==> config.mk <==
export PLATFORM = sky130hd
export DESIGN_NAME = idw_top
export DESIGN_NICKNAME = d
export VERILOG_FILES = /design/src/rtl/idw_pkg.sv /design/src/rtl/idw_top.sv
export VERILOG_INCLUDE_DIRS = /design/src /design/src/rtl
export SDC_FILE = /design/constraint.sdc
export NUM_CORES = 1
export LEC_CHECK = 0
export BUFFER_PORTS_ARGS = -buffer_cell sky130_fd_sc_hd__buf_2
export CORE_ASPECT_RATIO = 0.8
export CORE_MARGIN = 2
export CORE_UTILIZATION = 40
export DETAILED_ROUTE_END_ITERATION = 12
export PLACE_DENSITY = 0.59
export SYNTH_ARGS = -nofsm -noshare
export SYNTH_HDL_FRONTEND = slang
export SYNTH_SLANG_ARGS = --single-unit
==> constraint.sdc <==
create_clock -name ref_clk -period 2.3 [get_ports ref_clk]
set_clock_uncertainty 0.1 [all_clocks]
set_input_delay 0.23 -clock ref_clk [delete_from_list [all_inputs] [get_ports ref_clk]]
set_output_delay 0.23 -clock ref_clk [all_outputs]
set_load 0.03 [all_outputs]
==> src/rtl/idw_cfg.svh <==
// Offsets, field positions, reset values and fixed words of the identify block.
// Assumes APB byte addresses and 32-bit data, one register per aligned word.
`ifndef IDW_CFG_SVH
`define IDW_CFG_SVH
// ======================================================================
// Register map
`define IDW_WIN_BASE   12'h000
`define IDW_WIN_LAST   12'h07c
`define IDW_CYL_OFF    12'h080
`define IDW_HEAD_OFF   12'h084
`define IDW_SPT_OFF    12'h088
`define IDW_CAP_OFF    12'h08c
`define IDW_MULT_OFF   12'h090
`define IDW_NMLO_OFF   12'h094
`define IDW_NMHI_OFF   12'h098
`define IDW_CFG_OFF    12'h09c
`define IDW_CTRL_OFF   12'h0a0
`define IDW_STAT_OFF   12'h0a4
// ======================================================================
// Field positions of the configuration, control and multiple registers
`define IDW_CFG_DMA_LSB 0
`define IDW_CFG_QD_LSB  8
`define IDW_CFG_STD_BIT 16
`define IDW_CFG_MSB_BIT 17
`define IDW_CFG_SSP_BIT 18
`define IDW_CTRL_SNAP   0
`define IDW_MULT_VBIT   8
// ======================================================================
// Reset values and fixed words
`define IDW_CFG_RST    32'h0004_0000
`define IDW_W51_PIO    16'h0200
`define IDW_W52_DMA    16'h0200
`define IDW_W53_VALID  16'h0007
`define IDW_W63_SUPP   8'h07
`define IDW_W64_PIO    16'h0003
`define IDW_W65_MDMA   16'h0078
`define IDW_W66_MDMA   16'h0078
`define IDW_W67_PIO    16'h00f0
`define IDW_W68_PIO    16'h0078
`define IDW_W76_SATA   16'h0306
`define IDW_W78_SUPP   16'h005e
`define IDW_W49_IORDY  16'h0e00
`define IDW_W50_VALID  16'h4000
`define IDW_LBA28_MAX  48'h0000_0fff_ffff
`define IDW_TOT_SAT    32'h00ff_ffff
`endif

==> src/rtl/idw_pkg.sv <==
// Types of the identify block: live settings and full register state.
// Assumes the constants header is compiled alongside.
package idw_pkg;
    // ==================================================================
    // Live settings as seen by the identify words
    typedef struct packed {
        logic [15:0] cyl;
        logic [15:0] heads;
        logic [15:0] spt;
        logic [31:0] cap;
        logic [8:0]  mult;
        logic [31:0] total;
        logic [7:0]  dma;
        logic [4:0]  qd;
        logic        std_enc;
        logic        min_sb;
        logic        ssp_en;
    } idw_live_t;

    // Whole state of the top module
    typedef struct packed {
        logic        pready;
        logic        pslverr;
        logic [31:0] prdata;
        logic        wd_vld;
        logic [15:0] wd_data;
        logic [47:0] nmax;
        idw_live_t   live;
        idw_live_t   snap;
        logic        snap_vld;
        logic [7:0]  snap_cnt;
    } idw_state_t;
endpackage : idw_pkg

==> src/rtl/idw_top.sv <==
// Identify data words 48 to 79: live settings, snapshot and word readout.
// Assumes an APB master on the register side and a sector engine that
// pulls words by index one at a time; all inputs synchronous to ref_clk.
//
// The register addresses and the APB register port are this design's own decisions.
`include "idw_cfg.svh"

// ======================================================================
module idw_top (
    // Clock and reset
    input  wire logic        ref_clk,
    input  wire logic        rst_n,
    // APB slave
    input  wire logic        psel,
    input  wire logic        penable,
    input  wire logic        pwrite,
    input  wire logic [11:0] paddr,
    input  wire logic [31:0] pwdata,
    output logic             pready,
    output logic             pslverr,
    output logic [31:0]      prdata,
    // Identify command and word readout
    input  wire logic        id_req,
    input  wire logic        wd_rd,
    input  wire logic [4:0]  wd_idx,
    output logic             wd_vld,
    output logic [15:0]      wd_data,
    output logic             snap_vld
);
    // ==================================================================
    // Word assembly
    // Builds one word of the range from a snapshot; idx is word minus 48
    function automatic logic [15:0] idw_word(input logic [4:0] idx,
                                            input idw_pkg::idw_live_t s);
        logic [15:0] w;
        w = 16'h0000;
        unique case (idx)
            5'h01: w = `IDW_W49_IORDY | {2'b00, s.std_enc, 13'h0000};
            5'h02: w = `IDW_W50_VALID | {15'h0000, s.min_sb};
            5'h03: w = `IDW_W51_PIO;
            5'h04: w = `IDW_W52_DMA;
            5'h05: w = `IDW_W53_VALID;
            5'h06: w = s.cyl;
            5'h07: w = s.heads;
            5'h08: w = s.spt;
            5'h09: w = s.cap[15:0];
            5'h0a: w = s.cap[31:16];
            5'h0b: w = {7'h00, s.mult};
            5'h0c: w = s.total[15:0];
            5'h0d: w = s.total[31:16];
            5'h0f: w = {s.dma, `IDW_W63_SUPP};
            5'h10: w = `IDW_W64_PIO;
            5'h11: w = `IDW_W65_MDMA;
            5'h12: w = `IDW_W66_MDMA;
            5'h13: w = `IDW_W67_PIO;
            5'h14: w = `IDW_W68_PIO;
            5'h1b: w = {11'h000, s.qd};
            5'h1c: w = `IDW_W76_SATA;
            5'h1e: w = `IDW_W78_SUPP;
            5'h1f: w = {9'h000, s.ssp_en, 6'h00};
            default: w = 16'h0000;
        endcase
        return w;
    endfunction : idw_word

    // Reports the native maximum, clipped when it passes 28-bit reach
    function automatic logic [31:0] idw_total(input logic [47:0] nmax);
        logic [31:0] t;
        t = nmax[31:0];
        if (nmax > `IDW_LBA28_MAX) begin
            t = `IDW_TOT_SAT;
        end
        return t;
    endfunction : idw_total

    // ==================================================================
    // State
    idw_pkg::idw_state_t st_q;
    idw_pkg::idw_state_t st_d;

    logic access;
    logic wr_take;
    logic take_snap;
    logic win_hit;
    logic map_hit;

    // Outputs come straight from flip-flops
    assign pready   = st_q.pready;
    assign pslverr  = st_q.pslverr;
    assign prdata   = st_q.prdata;
    assign wd_vld   = st_q.wd_vld;
    assign wd_data  = st_q.wd_data;
    assign snap_vld = st_q.snap_vld;

    // ==================================================================
    // Bus decode
    // Access phase gets one wait state so read data leaves a flip-flop
    assign access  = psel && penable && !st_q.pready;
    assign wr_take = psel && penable && st_q.pready && pwrite && !st_q.pslverr;
    assign win_hit = (paddr <= `IDW_WIN_LAST) && (paddr[1:0] == 2'b00);
    assign map_hit = win_hit ||
                     ((paddr[1:0] == 2'b00) && (paddr >= `IDW_CYL_OFF) &&
                      (paddr <= `IDW_STAT_OFF));
    // Snapshot on the identify command or a software request
    assign take_snap = id_req ||
                       (wr_take && (paddr == `IDW_CTRL_OFF) &&
                        pwdata[`IDW_CTRL_SNAP]);

    // ==================================================================
    // Next state
    always_comb begin
        st_d = st_q;
        st_d.pready = access;
        st_d.pslverr = 1'b0;
        st_d.live.total = idw_total(st_q.nmax);
        // Read data and error are fixed in the wait cycle
        if (access) begin
            st_d.prdata = 32'h0000_0000;
            if (!map_hit || (pwrite && win_hit)) begin
                st_d.pslverr = 1'b1;
            end else if (!pwrite) begin
                if (win_hit) begin
                    st_d.prdata = {16'h0000, idw_word(paddr[6:2], st_q.snap)};
                end else begin
                    unique case (paddr)
                        `IDW_CYL_OFF:  st_d.prdata = {16'h0000, st_q.live.cyl};
                        `IDW_HEAD_OFF: st_d.prdata = {16'h0000, st_q.live.heads};
                        `IDW_SPT_OFF:  st_d.prdata = {16'h0000, st_q.live.spt};
                        `IDW_CAP_OFF:  st_d.prdata = st_q.live.cap;
                        `IDW_MULT_OFF: st_d.prdata = {23'h000000, st_q.live.mult};
                        `IDW_NMLO_OFF: st_d.prdata = st_q.nmax[31:0];
                        `IDW_NMHI_OFF: st_d.prdata = {16'h0000, st_q.nmax[47:32]};
                        `IDW_CFG_OFF: begin
                            st_d.prdata[`IDW_CFG_DMA_LSB +: 8] = st_q.live.dma;
                            st_d.prdata[`IDW_CFG_QD_LSB +: 5]  = st_q.live.qd;
                            st_d.prdata[`IDW_CFG_STD_BIT]      = st_q.live.std_enc;
                            st_d.prdata[`IDW_CFG_MSB_BIT]      = st_q.live.min_sb;
                            st_d.prdata[`IDW_CFG_SSP_BIT]      = st_q.live.ssp_en;
                        end
                        `IDW_STAT_OFF: st_d.prdata = {16'h0000, st_q.snap_cnt,
                                                      7'h00, st_q.snap_vld};
                        default: st_d.prdata = 32'h0000_0000;
                    endcase
                end
            end
        end
        // Writes land only at the edge that completes the transfer
        if (wr_take) begin
            unique case (paddr)
                `IDW_CYL_OFF:  st_d.live.cyl = pwdata[15:0];
                `IDW_HEAD_OFF: st_d.live.heads = pwdata[15:0];
                `IDW_SPT_OFF:  st_d.live.spt = pwdata[15:0];
                `IDW_CAP_OFF:  st_d.live.cap = pwdata;
                `IDW_MULT_OFF: st_d.live.mult = pwdata[8:0];
                `IDW_NMLO_OFF: st_d.nmax[31:0] = pwdata;
                `IDW_NMHI_OFF: st_d.nmax[47:32] = pwdata[15:0];
                `IDW_CFG_OFF: begin
                    st_d.live.dma     = pwdata[`IDW_CFG_DMA_LSB +: 8];
                    st_d.live.qd      = pwdata[`IDW_CFG_QD_LSB +: 5];
                    st_d.live.std_enc = pwdata[`IDW_CFG_STD_BIT];
                    st_d.live.min_sb  = pwdata[`IDW_CFG_MSB_BIT];
                    st_d.live.ssp_en  = pwdata[`IDW_CFG_SSP_BIT];
                end
                default: st_d.live = st_d.live;
            endcase
        end
        // Snapshot freezes what is in force when the sector is built
        if (take_snap) begin
            st_d.snap = st_q.live;
            st_d.snap.total = idw_total(st_q.nmax);
            st_d.snap_vld = 1'b1;
            st_d.snap_cnt = 8'(st_q.snap_cnt + 8'h01);
        end
        // Sector engine reads one word per request, one cycle later
        st_d.wd_vld = wd_rd;
        if (wd_rd) begin
            st_d.wd_data = idw_word(wd_idx, st_q.snap);
        end
    end

    // ==================================================================
    // Registers
    always_ff @(posedge ref_clk or negedge rst_n) begin
        if (!rst_n) begin
            st_q <= '0;
            st_q.live.ssp_en <= 1'b1;
        end else begin
            st_q <= st_d;
        end
    end

    // ==================================================================
    // Checks
    pready_pulse_a: assert property (@(posedge ref_clk) disable iff (!rst_n)
        pready |=> !pready)
        else $error("pready held more than one cycle");

    word49_bits_a: assert property (@(posedge ref_clk) disable iff (!rst_n)
        wd_vld && $past(wd_idx) == 5'h01 |->
        wd_data[11:10] == 2'b11 && wd_data[15:14] == 2'b00 &&
        wd_data[12] == 1'b0 && wd_data[9:0] == 10'h200 &&
        wd_data[13] == $past(st_q.snap.std_enc))
        else $error("word 49 wrong");

    word50_valid_a: assert property (@(posedge ref_clk) disable iff (!rst_n)
        wd_vld && $past(wd_idx) == 5'h02 |-> wd_data[15:1] == 15'h2000)
        else $error("word 50 pattern wrong");

    word53_flags_a: assert property (@(posedge ref_clk) disable iff (!rst_n)
        wd_vld && $past(wd_idx) == 5'h05 |-> wd_data == 16'h0007)
        else $error("word 53 wrong");

    word63_supp_a: assert property (@(posedge ref_clk) disable iff (!rst_n)
        wd_vld && $past(wd_idx) == 5'h0f |->
        wd_data == {$past(st_q.snap.dma), 8'h07})
        else $error("word 63 wrong");

    word76_sata_a: assert property (@(posedge ref_clk) disable iff (!rst_n)
        wd_vld && $past(wd_idx) == 5'h1c |-> wd_data == 16'h0306)
        else $error("word 76 wrong");

    word78_supp_a: assert property (@(posedge ref_clk) disable iff (!rst_n)
        wd_vld && $past(wd_idx) == 5'h1e |-> wd_data == 16'h005e)
        else $error("word 78 wrong");

    reserved_zero_a: assert property (@(posedge ref_clk) disable iff (!rst_n)
        wd_vld && ($past(wd_idx) == 5'h00 || $past(wd_idx) == 5'h0e ||
                   $past(wd_idx) == 5'h1d) |-> wd_data == 16'h0000)
        else $error("reserved word not zero");

    total_sat_a: assert property (@(posedge ref_clk) disable iff (!rst_n)
        id_req && st_q.nmax > 48'h0000_0fff_ffff |=>
        st_q.snap.total == 32'h00ff_ffff)
        else $error("total not saturated");

    snap_take_a: assert property (@(posedge ref_clk) disable iff (!rst_n)
        id_req |=> snap_vld && st_q.snap.cyl == $past(st_q.live.cyl) &&
        st_q.snap.mult == $past(st_q.live.mult))
        else $error("snapshot missed live settings");

    // ==================================================================
    // Fixed words, and word 79 with its ssp_en bit; a stuck constant would reach every host unnoticed
    word51_pio_a: assert property (@(posedge ref_clk) disable iff (!rst_n)
        wd_vld && $past(wd_idx) == 5'h03 |-> wd_data == 16'h0200)
        else $error("word 51 wrong");

    word52_dma_a: assert property (@(posedge ref_clk) disable iff (!rst_n)
        wd_vld && $past(wd_idx) == 5'h04 |-> wd_data == 16'h0200)
        else $error("word 52 wrong");

    word64_pio_a: assert property (@(posedge ref_clk) disable iff (!rst_n)
        wd_vld && $past(wd_idx) == 5'h10 |-> wd_data == 16'h0003)
        else $error("word 64 wrong");

    mdma_cycle_a: assert property (@(posedge ref_clk) disable iff (!rst_n)
        wd_vld && ($past(wd_idx) == 5'h11 || $past(wd_idx) == 5'h12) |->
        wd_data == 16'h0078)
        else $error("words 65 and 66 wrong");

    word67_pio_a: assert property (@(posedge ref_clk) disable iff (!rst_n)
        wd_vld && $past(wd_idx) == 5'h13 |-> wd_data == 16'h00f0)
        else $error("word 67 wrong");

    word68_pio_a: assert property (@(posedge ref_clk) disable iff (!rst_n)
        wd_vld && $past(wd_idx) == 5'h14 |-> wd_data == 16'h0078)
        else $error("word 68 wrong");

    reserved_block_a: assert property (@(posedge ref_clk) disable iff (!rst_n)
        wd_vld && $past(wd_idx) >= 5'h15 && $past(wd_idx) <= 5'h1a |->
        wd_data == 16'h0000)
        else $error("words 69 to 74 not zero");

    word79_en_a: assert property (@(posedge ref_clk) disable iff (!rst_n)
        wd_vld && $past(wd_idx) == 5'h1f |->
        wd_data == {9'h000, $past(st_q.snap.ssp_en), 6'h00})
        else $error("word 79 wrong");

    // ==================================================================
    // Live words; each must come from the snapshot, not the live copy
    cyl_word_a: assert property (@(posedge ref_clk) disable iff (!rst_n)
        wd_vld && $past(wd_idx) == 5'h06 |-> wd_data == $past(st_q.snap.cyl))
        else $error("word 54 wrong");

    cap_low_a: assert property (@(posedge ref_clk) disable iff (!rst_n)
        wd_vld && $past(wd_idx) == 5'h09 |-> wd_data == $past(st_q.snap.cap[15:0]))
        else $error("word 57 wrong");

    cap_high_a: assert property (@(posedge ref_clk) disable iff (!rst_n)
        wd_vld && $past(wd_idx) == 5'h0a |-> wd_data == $past(st_q.snap.cap[31:16]))
        else $error("word 58 wrong");

    word59_mult_a: assert property (@(posedge ref_clk) disable iff (!rst_n)
        wd_vld && $past(wd_idx) == 5'h0b |->
        wd_data == {7'h00, $past(st_q.snap.mult)})
        else $error("word 59 wrong");

    total_low_a: assert property (@(posedge ref_clk) disable iff (!rst_n)
        wd_vld && $past(wd_idx) == 5'h0c |-> wd_data == $past(st_q.snap.total[15:0]))
        else $error("word 60 wrong");

    total_high_a: assert property (@(posedge ref_clk) disable iff (!rst_n)
        wd_vld && $past(wd_idx) == 5'h0d |-> wd_data == $past(st_q.snap.total[31:16]))
        else $error("word 61 wrong");

    word50_standby_a: assert property (@(posedge ref_clk) disable iff (!rst_n)
        wd_vld && $past(wd_idx) == 5'h02 |-> wd_data[0] == $past(st_q.snap.min_sb))
        else $error("word 50 standby bit wrong");

    queue_depth_a: assert property (@(posedge ref_clk) disable iff (!rst_n)
        wd_vld && $past(wd_idx) == 5'h1b |->
        wd_data == {11'h000, $past(st_q.snap.qd)})
        else $error("word 75 wrong");

    total_pass_a: assert property (@(posedge ref_clk) disable iff (!rst_n)
        id_req && st_q.nmax <= 48'h0000_0fff_ffff |=>
        st_q.snap.total == $past(st_q.nmax[31:0]))
        else $error("total not passed through");

    // ==================================================================
    // Handshakes and snapshot status; the sector engine relies on a fixed one-cycle answer
    word_answer_a: assert property (@(posedge ref_clk) disable iff (!rst_n)
        wd_rd |=> wd_vld)
        else $error("word pull not answered");

    word_pulse_a: assert property (@(posedge ref_clk) disable iff (!rst_n)
        !wd_rd |=> !wd_vld)
        else $error("word valid without pull");

    apb_answer_a: assert property (@(posedge ref_clk) disable iff (!rst_n)
        psel && penable && !pready |=> pready)
        else $error("access phase not answered");

    error_ready_a: assert property (@(posedge ref_clk) disable iff (!rst_n)
        pslverr |-> pready)
        else $error("error outside completion");

    snap_count_a: assert property (@(posedge ref_clk) disable iff (!rst_n)
        take_snap |=> st_q.snap_cnt == 8'($past(st_q.snap_cnt) + 8'h01))
        else $error("snapshot count not advanced");

    snap_sticky_a: assert property (@(posedge ref_clk) disable iff (!rst_n)
        snap_vld |=> snap_vld)
        else $error("snapshot valid dropped");

endmodule : idw_top

### Word level (Yosys, flattened, before mapping)

Cells that the tools add are included.

| storage, ports and cells | value |
|---|---|
| output and inout port bits | 52 |
| logic and storage cells | 133 |
| flip-flop bits (word level) | 350 |
| input port bits | 56 |

| operators by class | value |
|---|---|
| equality and inequality tests | 56 |
| reductions and logical operators | 30 |
| mux-type cells | 12 |
| add/subtract/negate cells | 1 |
| magnitude comparators | 4 |

Operator list:

| cell | number |
|---|---|
| case mux 16 bit (20 select lines) | 2 |
| two-way mux 32 bit | 4 |
| equality test 12 x 8 -> 1 bit, second input constant | 10 |
| case mux 13 bit (9 select lines) | 1 |
| equality test 5 bit, second input constant | 18 |
| equality test 5 x 4 -> 1 bit, second input constant | 14 |
| greater-than comparator 48 x 28 -> 1 bit, second input constant | 1 |
| equality test 5 x 3 -> 1 bit, second input constant | 8 |
| two-way mux 33 bit | 1 |
| case mux 13 bit (2 select lines) | 1 |
| case mux 3 bit (7 select lines) | 1 |
| equality test 5 x 2 -> 1 bit, second input constant | 4 |
| AND reduction 2 bit | 8 |
| >= comparator 12 x 8 -> 1 bit, second input constant | 1 |
| less-or-equal comparator 12 x 7 -> 1 bit, second input constant | 1 |
| less-or-equal comparator 12 x 8 -> 1 bit, second input constant | 1 |
| logical AND 1 bit | 11 |
| equality test 5 x 1 -> 1 bit, second input constant | 2 |
| case mux 3 bit (3 select lines) | 1 |
| adder 8 x 1 -> 8 bit, second input constant | 1 |
| OR reduction 3 bit | 2 |
| OR reduction 2 bit | 2 |
| zero test 1 bit | 3 |
| logical OR 1 bit | 3 |
| other kinds (2) | 2 |

### Depth between registers and ports, before layout

| depth | value |
|---|---|
| depth after elaboration | 8 |
| gate-level depth with buffers | 10 |
| gate-level depth less buffers | 6 |

### Least setup slack after synthesis

OpenSTA, ideal clock, no wires.

| path | value |
|---|---|
| path type | reg2reg |
| from | reg st_q, in the netlist pready |
| to | reg st_q[240] (netlist bit) |
| arrival time | 1.964 ns |
| buffers on the path | 2 |
| setup time | 0.125 ns |
| cell stages (with the launch flop) | 8 |
| required time | 2.075 ns |
| clock period less this slack | 2.189 ns |
| setup slack | 0.111 ns |
| path through | dfrtp_1 nand2_1 or3_1 nor2_1 and3_1 buf_2 buf_4 mux2_2 |

| on the way | value |
|---|---|
| word-level cells in the longest chain between the ends | 4 |

RTL lines:

| item | line | text |
|---|---|---|
| start, declared | idw_top.sv:78 | `idw_pkg::idw_state_t st_q;` |
| start signal, assigned | idw_top.sv:188 | `st_q <= st_d;` |
| logical AND 1 bit (3 in a row) | idw_top.sv:99 | `assign wr_take = psel && penable && st_q.pready && pwrite && !st_q.pslverr;` |
| AND reduction 2 bit (no source line) | n/a |  |

Every way passes these cells.
A chain may end at the register's enable or synchronous reset.

### Worst setup path after layout

| path | value |
|---|---|
| from | reg st_q[322] (netlist bit) |
| to | reg st_q[51] (netlist bit) |

| on the way | value |
|---|---|
| word-level cells in the longest chain between the ends | 2 |

RTL lines:

| item | line | text |
|---|---|---|
| greater-than comparator 48 x 28 -> 1 bit (no source line) | n/a |  |
| two-way mux 32 bit | idw_top.sv:70 | `` if (nmax > `IDW_LBA28_MAX) begin `` |

Every way passes these cells.

==> results.json <==
{
  "tritoncts": "built",
  "synth_flop_cell": "dfrtp_1",
  "seq_area_um2": 8760,
  "finalSetupTns_ps": 0,
  "routed_wl_um": 73000,
  "die_h_um": 192,
  "worstSetupPathDepth": 8,
  "critPathCapture": "st_q[51]$_DFFE_PN0P_",
  "syn_inst": 1740,
  "synth_area_um2": 17700,
  "ir_drop_v": 0.000496,
  "grt_pass1_wl_um": 105000,
  "path_class": "reg -> reg",
  "reg2reg_from": "st_q[322]$_DFFE_PN0P_",
  "nets": 2002,
  "hold_slack_ps": 88.0,
  "status": "finished clean",
  "syn_avg_cell_area_um2": 10.2,
  "drc": 0,
  "synth_seq_cells": 350,
  "start_util_pct": 40.8,
  "power.density_nw_per_um2": 647,
  "synth_enable_flop_cells": 0,
  "io_pins": 108,
  "cts.sinks": 350,
  "ys_warn_count": 0,
  "grt_max_degree": 72,
  "r2r_cells": 8,
  "clkLatencyLatePin_ps": 560,
  "first_pass_iters": 8,
  "r2r_slack_ps": 50,
  "period_share_pct": 98.0,
  "yosysMostFrequentCell": "nand2_1",
  "core_um2": 43400,
  "avgRoutedWirePerCell_um": 28.8,
  "place_ws_ps": -155,
  "cp_cell_sequence": "nor4_2 > buf_4 > nand3_1 > buf_4 > nor2_1 > buf_4 > nand3_1 > nand2_1",
  "grt_pass1_vias": 14640,
  "place_congestion": 1.01,
  "htree_num_levels": 2,
  "period_needed_ps": 2250,
  "clkTransAtPathRegs_ps": 60,
  "max_freq_mhz": 444,
  "grt_overflow": 0,
  "synthTopCellsByCount": "389 x nand2_1, 349 x dfrtp_1, 128 x mux2_2",
  "critPathRequiredTime_ps": 2690,
  "async_flop_share_pct": 100,
  "area_growth_pct": 21.2,
  "vias_per_cell": 6.18,
  "cpMostUsedCell": "buf_4",
  "multi_input_area_um2": 7950,
  "grt_usage_pct": 31.8,
  "drtIter0Drc": 2311,
  "start_kind": "register",
  "synth_area_leader_cell": "dfrtp_1",
  "tightest_slew_ps": 1080,
  "rsz0062_at_grt": "false",
  "critical_path_peak_fanout": 15,
  "ant_nets": 0,
  "io_buffers": 107,
  "setup_viol": 0,
  "synth_top_area_share_pct": 49.3,
  "critPathArrivalTime_ps": 2640,
  "crit_buf_inv": 3,
  "hpwl_um": 53800,
  "timing.rr.end": "st_q[51]$_DFFE_PN0P_",
  "crit_family": "simple AND/OR/NAND/NOR gates",
  "setup_ws_ps": 46.0,
  "cp-startpoint": "st_q[322]$_DFFE_PN0P_",
  "synth_cell_type_count": 76,
  "final_max_slew_viol_count": 0,
  "max_stage_delay_ps": 450,
  "maxCapViolations": 0,
  "die_x_um": 239,
  "slowest_stage": "dfrtp_1",
  "synthTopCellsByArea": "dfrtp_1 49%, nand2_1 8.2%, mux2_2 8.1%, buf_4 2.5%, mux2_4 2.5%",
  "hold_viol": 0,
  "end_kind": "register",
  "leakagePower_uw": 0.0103,
  "syn_nets": 1797,
  "fillers": 4055,
  "antennaDiodeCount": 0,
  "clockBufferDepth": 3,
  "hold_path.class": "in -> async",
  "cts_buffers": 39,
  "ys_seq_area_share_pct": 49.5,
  "drive_gt1_share_pct": 27.8,
  "dieArea_um2": 46000,
  "slew_headroom_pct": 27.1,
  "row_count": 68,
  "cts_root_buffer": "clkbuf_16",
  "antenna_found_initial": 1,
  "dr_total_vias": 15657
}
## metal layers
metal / part of all wire (%) / routed length [um] / up-vias / global-route usage, %
met5: 0.018 / 13 / - / 0
met4: 2.8 / 2050 / 2 / 8.00
met3: 12 / 9010 / 130 / 10.7
met2: 39 / 28700 / 945 / 43.1
met1: 46 / 33200 / 7926 / 48.0
li1: - / - / 6654 / -
## worst min path at each step
stage,startpoint,endpoint,slack [ps],cells after the start
after floorplan,rst_n,prdata[0]$_DFFE_PN0P_,-170,0
after global placement,rst_n,wd_data[15]$_DFFE_PN0P_,80,1
after detailed placement,rst_n,st_q[144]$_DFFE_PN0P_,80,1
after CTS,id_req,st_q[132]$_DFFE_PN0P_,10,4
after global routing,wd_idx[4],wd_data[9]$_DFFE_PN0P_,90,3
final,rst_n,st_q[22]$_DFFE_PN0P_,90,2
## power breakdown
part	internal (uW)	switching (uW)
Combinational	430	778
Clock	3640	2630
Sequential	6260	159
Total	10300	3570
## kinds of logic after synthesis
| family | Yosys count | synth area share [%] |
|---|---|---|
| buf+inv | 185 | 5.90 |
| mux | 200 | 13.3 |
| simple gates | 651 | 16.6 |
| xor+xnor | 9 | 0.445 |
| flops | 350 | 49.5 |
| compound gates | 344 | 14.1 |
| fa+ha+maj | 1 | 0.0707 |
## through the flow
step	utilization, %	power, uW	instance area, um2	cells
2_1_floorplan	-	6970	17700	1740
3_3_place_gp	45.5	7630	19700	2421
3_5_place_dp	45.5	7640	19700	2421
4_1_cts	49.3	13900	21400	2530
5_1_grt	49.5	14300	21500	2534
6_report	49.5	13900	21500	2534
## repair_timing
item / 4_1_cts / 5_1_grt
endpoints found under the hold margin: 504 / 0
hold buffers: 37 / 0
setup buffers: 2 / 3
pin swaps: 1 / 1
setup endpoints to repair: 46 / 81
resized for setup: 1 / 3
cloned: 0 / 1
## worst reg2reg max path: stages, from the launching register on
cell and delay (ps):
dfrtp_1 450, nor4_2 440, buf_4 180, nand3_1 70, buf_4 240, nor2_1 300
buf_4 220, nand3_1 110, nand2_1 80
## area by class of cell
class | count | area share [%]
Sequential cell | 350 | 40.8
Multi-Input combinational cell | 1206 | 37.0
Timing Repair Buffer | 334 | 12.7
Clock buffer | 57 | 5.43
Tap cell | 560 | 3.26
Clock inverter | 13 | 0.478
Inverter | 14 | 0.245
## registers in the layout (all words and copies together) (netlist names)
| name | cells |
|---|---|
| snap_vld | 1 |
| wd_vld | 1 |
| st_q | 298 |
| wd_data | 16 |
| pslverr | 1 |
| pready | 1 |
| prdata | 32 |
## cells in the final DEF (no fill, tap or decap), drive strengths merged, types with 22 or more instances in the layout
| cell | count |
|---|---|
| nand3 | 25 |
| a21oi | 58 |
| clkbuf | 57 |
| nor2 | 73 |
| a221oi | 22 |
| a22oi | 59 |
| nor3 | 47 |
| dlygate4sd3 | 37 |
| a31oi | 28 |
| buf | 297 |
| nand2 | 391 |
| o21ai | 36 |
| mux2 | 158 |
| mux2i | 38 |
| and3 | 25 |
| dfrtp | 349 |
| a22o | 43 |
Power figures use the tool's default switching activity.
